### src/ecb_defs.svh
// Constants used by one or both ends of the edge-counted backlight link.
`ifndef ECB_DEFS_SVH
`define ECB_DEFS_SVH
`define ECB_CLK_MHZ 100
`define ECB_LAT_US 500
`define ECB_OFF_US 500
`define ECB_LAT_CYCLES (`ECB_LAT_US * `ECB_CLK_MHZ)
`define ECB_OFF_CYCLES (`ECB_OFF_US * `ECB_CLK_MHZ)
`define ECB_HOLD_MARGIN 16
`define ECB_EDGE_LOW_NS 1000
`define ECB_EDGE_HIGH_NS 1000
`define ECB_EDGE_LOW_CYCLES ((`ECB_EDGE_LOW_NS * `ECB_CLK_MHZ) / 1000)
`define ECB_EDGE_HIGH_CYCLES ((`ECB_EDGE_HIGH_NS * `ECB_CLK_MHZ) / 1000)
`define ECB_CP_KHZ 900
`define ECB_CP_HALF_CYCLES ((`ECB_CLK_MHZ * 1000) / (2 * `ECB_CP_KHZ))
`define ECB_DATA_EDGES_MAX 5'h10
`define ECB_ADDR_EDGES_MIN 5'h11
`define ECB_ADDR_EDGES_MAX 5'h16
`define ECB_ADDR_BL 3'h0
`define ECB_ADDR_FLOOR 3'h1
`define ECB_ADDR_LVL_HI 3'h2
`define ECB_ADDR_LVL_LO 3'h3
`define ECB_ADDR_REG_EN 3'h4
`define ECB_ADDR_REG_V 3'h5
`define ECB_BL_OFF_BIT 2
`define ECB_FADE_EN_BIT 1
`define ECB_FADE_IN_BIT 0
`define ECB_RST_BL 3'h0
`define ECB_RST_FLOOR 2'h0
`define ECB_RST_LEVEL 5'h14
`define ECB_RST_LEVEL_HI 1'h1
`define ECB_RST_REG_EN 2'h0
`define ECB_RST_REG_V 4'h8
`define ECB_MASK_BL 4'h7
`define ECB_MASK_FLOOR 4'h3
`define ECB_MASK_LVL_HI 4'h1
`define ECB_MASK_FULL 4'hF
`define ECB_APB_CMD 8'h00
`define ECB_APB_CTRL 8'h04
`define ECB_APB_STATUS 8'h08
`define ECB_CMD_DATA_LSB 0
`define ECB_CMD_ADDR_LSB 4
`define ECB_CMD_WITH_ADDR_BIT 8
`define ECB_CTRL_SHUTDOWN_BIT 0
`endif

### src/ecb_link_if.sv
// Single control wire between the host controller and the backlight device.
`timescale 1ns/1ps
interface ecb_link_if;
  logic ctrl_pin;
  modport host (output ctrl_pin);
  modport dev (input ctrl_pin);
endinterface

### src/ecb_dev.sv
// Backlight device end: edge counter, timeouts, register bank and pump control.
//
// Implementation choice: the APB interface to the host command registers.
`timescale 1ns/1ps
`include "ecb_defs.svh"
module ecb_dev #(
  parameter int LAT_CYCLES = `ECB_LAT_CYCLES,
  parameter int OFF_CYCLES = `ECB_OFF_CYCLES,
  parameter int CW = 17
) (
  input wire logic ref_clk_in,
  input wire logic srst_in,
  ecb_link_if.dev link,
  input wire logic cp_headroom_low_in,
  input wire logic cp_supply_high_in,
  output logic awake_out,
  output logic backlight_on_out,
  output logic fade_en_out,
  output logic fade_in_out,
  output logic [1:0] floor_code_out,
  output logic [4:0] led_level_code_out,
  output logic [8:0] led_target_tenth_ma_out,
  output logic regulator_a_on_out,
  output logic regulator_b_on_out,
  output logic regulator_a_discharge_out,
  output logic regulator_b_discharge_out,
  output logic [3:0] regulator_voltage_code_out,
  output logic cp_mode_1p5x_out,
  output logic cp_switch_out
);
  localparam logic [5:0] CP_HALF = 6'(`ECB_CP_HALF_CYCLES - 1);

  logic pin_q;
  logic shut;
  logic [CW-1:0] high_cnt;
  logic [CW-1:0] low_cnt;
  logic [4:0] edge_cnt;
  logic [2:0] addr_sel;
  logic [2:0] bl_ctrl;
  logic [1:0] floor_code;
  logic lvl_hi_hold;
  logic [4:0] level;
  logic [1:0] reg_en;
  logic [3:0] reg_v;
  logic cp_1p5x;
  logic [5:0] cp_div;

  // The current table is kept as arithmetic so every step rises by at least 0.5 mA.
  function automatic logic [8:0] level_to_tenth_ma(input logic [4:0] code);
    logic [8:0] ten_x;
    ten_x = 9'(code) * 9'h00A;
    if (code == 5'h00)
    begin
      level_to_tenth_ma = 9'h004;
    end
    else if (code == 5'h01)
    begin
      level_to_tenth_ma = 9'h009;
    end
    else if (code < 5'h06)
    begin
      level_to_tenth_ma = ten_x - 9'h001;
    end
    else
    begin
      level_to_tenth_ma = ten_x;
    end
  endfunction

  wire pin = link.ctrl_pin;
  wire rise = pin & ~pin_q;
  wire lat_fire = pin & (high_cnt == CW'(LAT_CYCLES - 1)) & (edge_cnt != 5'h00);
  wire off_fire = ~pin & (low_cnt == CW'(OFF_CYCLES - 1));
  wire wake = rise & shut;
  wire is_data = (edge_cnt != 5'h00) && (edge_cnt <= `ECB_DATA_EDGES_MAX);
  wire is_addr = (edge_cnt >= `ECB_ADDR_EDGES_MIN) && (edge_cnt <= `ECB_ADDR_EDGES_MAX);
  wire [4:0] data_m1 = edge_cnt - 5'h01;
  wire [4:0] addr_m = edge_cnt - `ECB_ADDR_EDGES_MIN;
  wire [3:0] wr_data = data_m1[3:0];
  wire wr_en = lat_fire & is_data;
  wire sel_en = lat_fire & is_addr;
  wire wr_bl = wr_en & (addr_sel == `ECB_ADDR_BL);
  wire wr_floor = wr_en & (addr_sel == `ECB_ADDR_FLOOR);
  wire wr_lvl_hi = wr_en & (addr_sel == `ECB_ADDR_LVL_HI);
  wire wr_lvl_lo = wr_en & (addr_sel == `ECB_ADDR_LVL_LO);
  wire wr_reg_en = wr_en & (addr_sel == `ECB_ADDR_REG_EN);
  wire wr_reg_v = wr_en & (addr_sel == `ECB_ADDR_REG_V);
  wire [4:0] next_edge_cnt = (off_fire | lat_fire) ? 5'h00 :
    (rise && edge_cnt != 5'h1F) ? edge_cnt + 5'h01 : edge_cnt;
  wire bl_on = ~shut & ~bl_ctrl[`ECB_BL_OFF_BIT];
  wire fading_out = bl_ctrl[`ECB_FADE_EN_BIT] & ~bl_ctrl[`ECB_FADE_IN_BIT];
  wire [8:0] floor_tenth = (floor_code == 2'h0) ? 9'h005 :
    (floor_code == 2'h1) ? 9'h00A :
    (floor_code == 2'h2) ? 9'h014 : 9'h01E;
  wire [8:0] next_target = bl_on ? level_to_tenth_ma(level) :
    (~shut & fading_out) ? floor_tenth : 9'h000;
  wire next_cp_1p5x = ~bl_on ? 1'b0 : cp_headroom_low_in ? 1'b1 :
    cp_supply_high_in ? 1'b0 : cp_1p5x;
  wire cp_run = bl_on & cp_1p5x;
  wire cp_tick = cp_div == CP_HALF;

  always_ff @(posedge ref_clk_in)
  begin
    if (srst_in)
    begin
      pin_q <= 1'b0;
      high_cnt <= '0;
      low_cnt <= '0;
      edge_cnt <= 5'h00;
    end
    else
    begin
      pin_q <= pin;
      high_cnt <= (!pin) ? '0 : (high_cnt == CW'(LAT_CYCLES)) ? high_cnt : high_cnt + 1'b1;
      low_cnt <= pin ? '0 : (low_cnt == CW'(OFF_CYCLES)) ? low_cnt : low_cnt + 1'b1;
      edge_cnt <= next_edge_cnt;
    end
  end

  // Shutdown drops every setting back to its power-on value, as a real part loses it.
  always_ff @(posedge ref_clk_in)
  begin
    if (srst_in || off_fire)
    begin
      shut <= 1'b1;
      addr_sel <= `ECB_ADDR_BL;
      bl_ctrl <= `ECB_RST_BL;
      floor_code <= `ECB_RST_FLOOR;
      lvl_hi_hold <= `ECB_RST_LEVEL_HI;
      level <= `ECB_RST_LEVEL;
      reg_en <= `ECB_RST_REG_EN;
      reg_v <= `ECB_RST_REG_V;
    end
    else
    begin
      if (wake)
      begin
        shut <= 1'b0;
        addr_sel <= `ECB_ADDR_BL;
        bl_ctrl <= `ECB_RST_BL;
        level <= `ECB_RST_LEVEL;
      end
      if (sel_en)
      begin
        addr_sel <= addr_m[2:0];
      end
      if (wr_bl)
      begin
        bl_ctrl <= wr_data[2:0];
      end
      if (wr_floor)
      begin
        floor_code <= wr_data[1:0];
      end
      if (wr_lvl_hi)
      begin
        lvl_hi_hold <= wr_data[0];
      end
      if (wr_lvl_lo)
      begin
        level <= {lvl_hi_hold, wr_data};
      end
      if (wr_reg_en)
      begin
        reg_en <= wr_data[1:0];
      end
      if (wr_reg_v)
      begin
        reg_v <= wr_data;
      end
    end
  end

  always_ff @(posedge ref_clk_in)
  begin
    if (srst_in)
    begin
      cp_1p5x <= 1'b0;
      cp_div <= 6'h00;
      cp_switch_out <= 1'b0;
    end
    else
    begin
      cp_1p5x <= next_cp_1p5x;
      cp_div <= (!cp_run || cp_tick) ? 6'h00 : cp_div + 6'h01;
      cp_switch_out <= !cp_run ? 1'b0 : cp_tick ? ~cp_switch_out : cp_switch_out;
    end
  end

  always_ff @(posedge ref_clk_in)
  begin
    if (srst_in)
    begin
      awake_out <= 1'b0;
      backlight_on_out <= 1'b0;
      fade_en_out <= 1'b0;
      fade_in_out <= 1'b0;
      floor_code_out <= `ECB_RST_FLOOR;
      led_level_code_out <= `ECB_RST_LEVEL;
      led_target_tenth_ma_out <= 9'h000;
      regulator_a_on_out <= 1'b0;
      regulator_b_on_out <= 1'b0;
      regulator_a_discharge_out <= 1'b1;
      regulator_b_discharge_out <= 1'b1;
      regulator_voltage_code_out <= `ECB_RST_REG_V;
      cp_mode_1p5x_out <= 1'b0;
    end
    else
    begin
      awake_out <= ~shut;
      backlight_on_out <= bl_on;
      fade_en_out <= bl_ctrl[`ECB_FADE_EN_BIT];
      fade_in_out <= bl_ctrl[`ECB_FADE_IN_BIT];
      floor_code_out <= floor_code;
      led_level_code_out <= level;
      led_target_tenth_ma_out <= next_target;
      regulator_a_on_out <= reg_en[1];
      regulator_b_on_out <= reg_en[0];
      regulator_a_discharge_out <= ~reg_en[1];
      regulator_b_discharge_out <= ~reg_en[0];
      regulator_voltage_code_out <= reg_v;
      cp_mode_1p5x_out <= cp_1p5x;
    end
  end
endmodule

### src/flat_wrapper.sv
// flat-port wrapper written by rule: the top's interface ports become plain ports
module ecb_dev_flat 
#(
  parameter int LAT_CYCLES = `ECB_LAT_CYCLES,
  parameter int OFF_CYCLES = `ECB_OFF_CYCLES,
  parameter int CW = 17
)
  (ref_clk_in, srst_in, cp_headroom_low_in, cp_supply_high_in, awake_out, backlight_on_out, fade_en_out, fade_in_out, floor_code_out, led_level_code_out, led_target_tenth_ma_out, regulator_a_on_out, regulator_b_on_out, regulator_a_discharge_out, regulator_b_discharge_out, regulator_voltage_code_out, cp_mode_1p5x_out, cp_switch_out, link_ctrl_pin);
  ecb_link_if link_i ();
  input wire logic ref_clk_in;
  input wire logic srst_in;
  input wire logic cp_headroom_low_in;
  input wire logic cp_supply_high_in;
  output logic awake_out;
  output logic backlight_on_out;
  output logic fade_en_out;
  output logic fade_in_out;
  output logic [1:0] floor_code_out;
  output logic [4:0] led_level_code_out;
  output logic [8:0] led_target_tenth_ma_out;
  output logic regulator_a_on_out;
  output logic regulator_b_on_out;
  output logic regulator_a_discharge_out;
  output logic regulator_b_discharge_out;
  output logic [3:0] regulator_voltage_code_out;
  output logic cp_mode_1p5x_out;
  output logic cp_switch_out;
  input wire logic [$bits(link_i.ctrl_pin)-1:0] link_ctrl_pin;
  assign link_i.ctrl_pin = link_ctrl_pin;
  ecb_dev #(.LAT_CYCLES(LAT_CYCLES), .OFF_CYCLES(OFF_CYCLES), .CW(CW)) u_core (.ref_clk_in(ref_clk_in), .srst_in(srst_in), .link(link_i), .cp_headroom_low_in(cp_headroom_low_in), .cp_supply_high_in(cp_supply_high_in), .awake_out(awake_out), .backlight_on_out(backlight_on_out), .fade_en_out(fade_en_out), .fade_in_out(fade_in_out), .floor_code_out(floor_code_out), .led_level_code_out(led_level_code_out), .led_target_tenth_ma_out(led_target_tenth_ma_out), .regulator_a_on_out(regulator_a_on_out), .regulator_b_on_out(regulator_b_on_out), .regulator_a_discharge_out(regulator_a_discharge_out), .regulator_b_discharge_out(regulator_b_discharge_out), .regulator_voltage_code_out(regulator_voltage_code_out), .cp_mode_1p5x_out(cp_mode_1p5x_out), .cp_switch_out(cp_switch_out));
endmodule
### config.mk
export PLATFORM = sky130hd
export DESIGN_NAME = ecb_dev_flat
export DESIGN_NICKNAME = d
export VERILOG_FILES = /design/src/ecb_link_if.sv /design/src/ecb_dev.sv /design/src/flat_wrapper.sv
export VERILOG_INCLUDE_DIRS = /design/src
export SDC_FILE = /design/constraint.sdc
export NUM_CORES = 1
export LEC_CHECK = 0
export BUFFER_PORTS_ARGS = -buffer_cell sky130_fd_sc_hd__buf_2
export CAP_MARGIN = 5
export CELL_PAD_IN_SITES_DETAIL_PLACEMENT = 1
export CELL_PAD_IN_SITES_GLOBAL_PLACEMENT = 1
export CORE_AREA = 10 10 91 125
export CTS_CLUSTER_DIAMETER = 80
export DETAILED_ROUTE_END_ITERATION = 12
export DIE_AREA = 0 0 101 135
export PLACE_DENSITY = 0.88
export SLEW_MARGIN = 10
export SYNTH_ARGS = -nofsm -noshare
export SYNTH_HDL_FRONTEND = slang
export SYNTH_SLANG_ARGS = --single-unit
### constraint.sdc
create_clock -name ref_clk_in -period 4.1 [get_ports ref_clk_in]
set_input_delay 0.205 -clock ref_clk_in [delete_from_list [all_inputs] [get_ports ref_clk_in]]
set_output_delay 0.205 -clock ref_clk_in [all_outputs]
set_load 0.03 [all_outputs]
==> impl_metrics.ini, run 1 <==
[cts]
cts_buffer_depth = 2
postCtsSetupRepairBufs = 0
clk_latency_ns = 0.35
htreeDepth = 3
cts_buffers = 9
cts_tree = done
ctsRootBufferMaster = clkbuf_16
holdBufCountCts = 0
clkTransAtPathRegs_ns = 0.07
numClockSinks = 98
cts.repair.resized = 0

[sta]
worst_slew_pin_slew_ns = 0.8645
period_needed_ns = 2.504
fmax_ghz = 0.3993
skew_ns = 0.008741
max_slew_margin_pct = 42.37
slew_violations = 0
hold_viol_final = 0
period_share_pct = 61.08
tns_ns = 0
grt_setup_unrepaired = no
setup_viol = 0

[route]
drc = 0
dr.first_iter.drc_count = 183
firstDrtPassIters = 4
wire_per_inst_um = 16.88
dr_total_vias = 3470
viasPerCell = 5.597
ant_nets = 0
routed_wl_um = 10470

[cells_and_area]
fin_util_pct = 54.24
drive_above_1_share_pct = 13.06
multi_input_comb_area_um2 = 2248
layoutNonFillerInstCount = 620
n_antenna_cell = 0
fillers = 1076
fin_nets = 534
syn_to_final_growth_pct = 12.06
ff_latch_area_um2 = 1962

[critical_path]
crit_arrival_ns = 2.74
slowest_stage = dfxtp_1
cp_max_fo = 11
timing.critical_path.buf_inv = 1
startpoint_type = register
path_class = reg -> reg
crit_path_end_kind = register
critPathMaxStageDelay_ns = 0.57
crit_chain = inv_1, ha_1, nor4b_4, nor3_2, nand3_1, mux2_1, and2_1
r2r_slack_ns = 1.60
crit_family = simple AND/OR/NAND/NOR gates
required_ns = 4.34

[synth]
yosysSeqAreaShare_pct = 45.15
synth-main-ff-cell = dfxtp_1
synth_nets = 503
syn_avg_cell_area_um2 = 9.110
syn_inst = 477
yosysUniqueCellTypes = 52
ys_seq_elements = 98
syn_area_um2 = 4345
synth_edf_count = 0
yosysWarnings = 0
async_flop_share_pct = 0

[global_route]
grt_usage_pct = 16.19
antenna_found_initial = 0
grt_pass1_wl_um = 18150
first_global_vias = 3795
grt_overflow = 0
grt_max_degree = 24

[floorplanning]
num_rows = 41
die_area_um2 = 13640
core-area_um2 = 8977
die_h_um = 135
ios = 35
initial_core_util_pct = 48.40
fp.dieW_um = 101

[run_status]
status = completed

[power_and_ir_drop]
total_power_mw = 1.862
ir_worst_vdd_v = 0.0003168
powerDensity_nw_per_um2 = 382.5
power.leakage_nw = 1.867

[worst_hold_path]
hp-class = in -> reg

[run]
cap_violations = 0

[place]
hpwl_um = 7813
place_congestion = 0.8631
io_buffers = 34
dp_cells = 604
-- through the flow --
step                hold slack, ns  setup WS (ns)  instance area, um^2
floorplan                   0.2844          2.059                 4345
global placement            0.4133          1.788                 4586
detailed placement          0.4186          1.610                 4586
CTS                        0.05214          1.596                 4870
global route               0.05030          1.370                 4870
finish                     0.05785          1.596                 4870
-- where the power goes --
group          switching (mW)  internal, mW  total (mW)
clock network           0.392         0.422       0.815
registers              0.0110         0.960       0.971
logic                  0.0537        0.0237      0.0774
-- per-layer routing --
layer  track usage (%)  part of all wire, %
met5                 0                    0
met4             6.988                  2.4
met3             3.830                  4.8
met2             29.93                   54
met1             16.64                   39
-- synthesized netlist by cell type, types with 10 or more instances --
cell	n	area (um^2)
dfxtp_1	98	1962
nor2_1	63	236.5
nand2_1	36	135.1
nand3_1	23	115.1
xor2_1	22	192.7
xnor2_1	21	183.9
ha_1	20	250.2
a21oi_1	19	95.09
inv_1	19	71.32
nand4_1	13	81.33
nor2b_1	13	81.33
nor3_1	13	65.06
o21ai_0	12	60.06
clkbuf_1	10	37.54
-- sequential cells by signal, indices dropped and copies added, names as in the netlist, 2 cells and up --
register                           count
u_core.level                           5
u_core.cp_div                          6
u_core.reg_v                           4
u_core.regulator_voltage_code_out      4
u_core.floor_code_out                  2
u_core.low_cnt                        17
u_core.reg_en                          2
u_core.led_target_tenth_ma_out         9
u_core.high_cnt                       17
u_core.bl_ctrl                         3
u_core.addr_sel                        3
u_core.led_level_code_out              5
u_core.edge_cnt                        5
u_core.floor_code                      2
-- path summary, 6_finish.rpt --
kind | from | cells past startpoint | endpoint
setup / recovery | u_core.edge_cnt[0] | 7 | u_core.floor_code[0]
hold reg to reg | u_core.reg_v[3] | 1 | u_core.regulator_voltage_code_out[3]
setup reg to reg | u_core.edge_cnt[0] | 7 | u_core.floor_code[0]
hold / removal | cp_headroom_low_in | 2 | u_core.cp_1p5x
-- layout make-up --
cell class / count / share of cell area, %
Inverter: 19 / 1.465
Clock inverter: 7 / 1.208
Multi-Input combinational cell: 346 / 46.17
Tap cell: 107 / 2.749
Sequential cell: 98 / 40.29
Clock buffer: 9 / 4.625
Timing Repair Buffer: 34 / 3.494
-- cells by family (layout without fill, tap and decap cells) --
family / count (synthesis) / in the layout / share of synthesized area [%]
compound gates: 46 / 46 / 6.162
xor+xnor: 43 / 43 / 8.667
fa+ha+maj: 21 / 21 / 6.219
buf+inv: 33 / 69 / 3.110
flops: 98 / 98 / 45.15
mux: 10 / 10 / 2.447
simple gates: 226 / 226 / 28.25
-- placed cells by master (no fill, tap or decap), types with 12 or more instances in the layout --
| cell type | netlist | layout |
|---|---|---|
| xnor2_1 | 21 | 21 |
| inv_1 | 19 | 19 |
| nand2_1 | 36 | 36 |
| xor2_1 | 22 | 22 |
| a21oi_1 | 19 | 19 |
| dfxtp_1 | 98 | 98 |
| nor2b_1 | 13 | 13 |
| nor2_1 | 63 | 63 |
| o21ai_0 | 12 | 12 |
| nand3_1 | 23 | 23 |
| nor3_1 | 13 | 13 |
| nand4_1 | 13 | 13 |
| ha_1 | 20 | 20 |
| buf_2 | 3 | 34 |
No activity file was read; power rests on OpenSTA's default activity.
==> run 2, diff against run 1 <==
- CORE_AREA: 10 10 91 125 -> 10 10 94 129
- DIE_AREA: 0 0 101 135 -> 0 0 104 139
- PLACE_DENSITY: 0.88 -> 0.83
- clock period: 4.1 -> 2.6 ns (I/O delays scaled with it)
==> impl_metrics.ini, run 2 (synthesis results as in run 1) <==
[global_route]
grt_overflow = 0
antenna_found_initial = 0
grt_usage_pct = 14.40
grt_max_degree = 24
first_global_vias = 3654
grt_pass1_wl_um = 17380

[sta]
setup_viol = 0
fmax_ghz = 0.4412
slew_violations = 0
worst_slew_pin_slew_ns = 0.8374
hold_viol_final = 0
skew_ns = 0.007971
grt_setup_unrepaired = no
max_slew_margin_pct = 44.17
period_share_pct = 87.17
setup_ws_ns = 0.3335
tns_ns = 0
period_needed_ns = 2.266

[cells_and_area]
fillers = 1177
drive_above_1_share_pct = 13.54
syn_to_final_growth_pct = 13.85
fin_nets = 538
final_cell_mix = 98 x dfxtp_1, 63 x nor2_1, 36 x nand2_1, 34 x buf_2, 23 x nand3_1
reg_top3 = u_core.high_cnt: 17 flops, u_core.low_cnt: 17 flops, u_core.led_target_tenth_ma_out: 9 flops
n_antenna_cell = 0
layout_commonest_cell = dfxtp_1

[route]
wire_per_inst_um = 15.83
routed_wl_um = 10320
dr.first_iter.drc_count = 86
dr_total_vias = 3490
ant_nets = 0
drc = 0
firstDrtPassIters = 4
viasPerCell = 5.353

[run]
cap_violations = 0

[place]
dp_slack_ns = 0.3632
place_congestion = 0.8658
io_buffers = 34
hpwl_um = 7684

[cts]
clkTransAtPathRegs_ns = 0.07
clk_latency_ns = 0.35
htreeDepth = 3
cts_tree = done
cts_buffers = 9
ctsRootBufferMaster = clkbuf_16
cts_buffer_depth = 2
cts.repair.resized = 0
numClockSinks = 98

[worst_hold_path]
hp-class = in -> reg

[floorplanning]
core-area_um2 = 9792
ios = 35
num_rows = 43
die_h_um = 139
die_area_um2 = 14460
initial_core_util_pct = 44.38
fp.dieW_um = 104

[critical_path]
cp_max_fo = 9
path_class = reg -> reg
crit_path_end_kind = register
startpoint_type = register
crit_arrival_ns = 2.51
required_ns = 2.84

[power_and_ir_drop]
p_comb_share_pct = 4.5
p_clk_share_pct = 44.1
powerDensity_nw_per_um2 = 599.3
p_sw_share_pct = 24.09
power.leakage_nw = 1.894
ir_worst_vdd_v = 0.0003409
intPower_mw = 2.250
power_frac_seq_pct = 51.5
p_sw_mw = 0.7144

[run_status]
status = completed
[run 2: cell count changes in the layout (fill, tap and decap cells not counted), sizes merged]
cell	delta
buf	+3
clkbuf	+1
clkinvlp	-1
dlygate4sd3	+1
[run 2: worst paths after layout]
path                                         start                                    to  slack (ns)  cells after the start
worst min-delay path             cp_supply_high_in                        u_core.cp_1p5x        0.08                      3
worst min register to register     u_core.reg_v[2]  u_core.regulator_voltage_code_out[2]        0.46                      2
worst max-delay path            u_core.edge_cnt[1]                       u_core.reg_v[1]        0.33                      7
worst max register to register  u_core.edge_cnt[1]                       u_core.reg_v[1]        0.33                      7
[run 2: power by group through the flow]
stage	combinational (mW)	sequential (mW)	clock, mW
detailed placement	0.132	1.56	0
CTS	0.134	1.53	1.34
global route	0.146	1.53	1.40
global placement	0.127	1.56	0
finish	0.132	1.53	1.31
floorplan	0.0829	1.57	0
[run 2: area by class of cell]
class                      count  area, um^2  area share, %
clock buffer                  10       239.0          4.831
clock inverter                 6       55.05          1.113
inverter                      19       71.32          1.442
multi-input combinational    346        2248          45.45
sequential                    98        1962          39.66
tap                          135       168.9          3.414
timing repair buffer          38       202.7          4.097
[run 2: timing repair]
action                    in CTS  in global routing
setup buffers                  0                  0
hold buffers                   1                  0
hold endpoints to repair       1                  0
[run 2: metrics by stage]
step / instances / utilization (%) / total power [mW] / hold slack, ns / instance area [um^2]
after detailed placement: 635 / 47.42 / 1.692 / 0.3428 / 4643
after global routing: 652 / 50.52 / 3.074 / 0.08028 / 4947
final: 652 / 50.52 / 2.965 / 0.07858 / 4947
after global placement: 635 / 47.42 / 1.686 / 0.3436 / 4643
after CTS: 652 / 50.52 / 2.997 / 0.07439 / 4947
after floorplan: 477 / - / 1.650 / 0.2094 / 4345
[run 2: worst max-delay path, cell delays in order, from the launching register on]
cell	delay (ns)
dfxtp_1	0.50
inv_1	0.12
ha_1	0.23
nor4b_4	0.15
nor4_2	0.38
nand4_1	0.33
and3_1	0.28
a31o_1	0.18
[run 2: metal layers]
metal  GRT usage, %  up-vias  wire [um]  part of all wire [%]
li1               -     1711          -                     -
met1          14.74     1709       4192                    41
met2          26.91       54       5582                    54
met3          3.953       16        366                   3.5
met4          5.511        0        176                   1.7
met5              0        -          0                     0
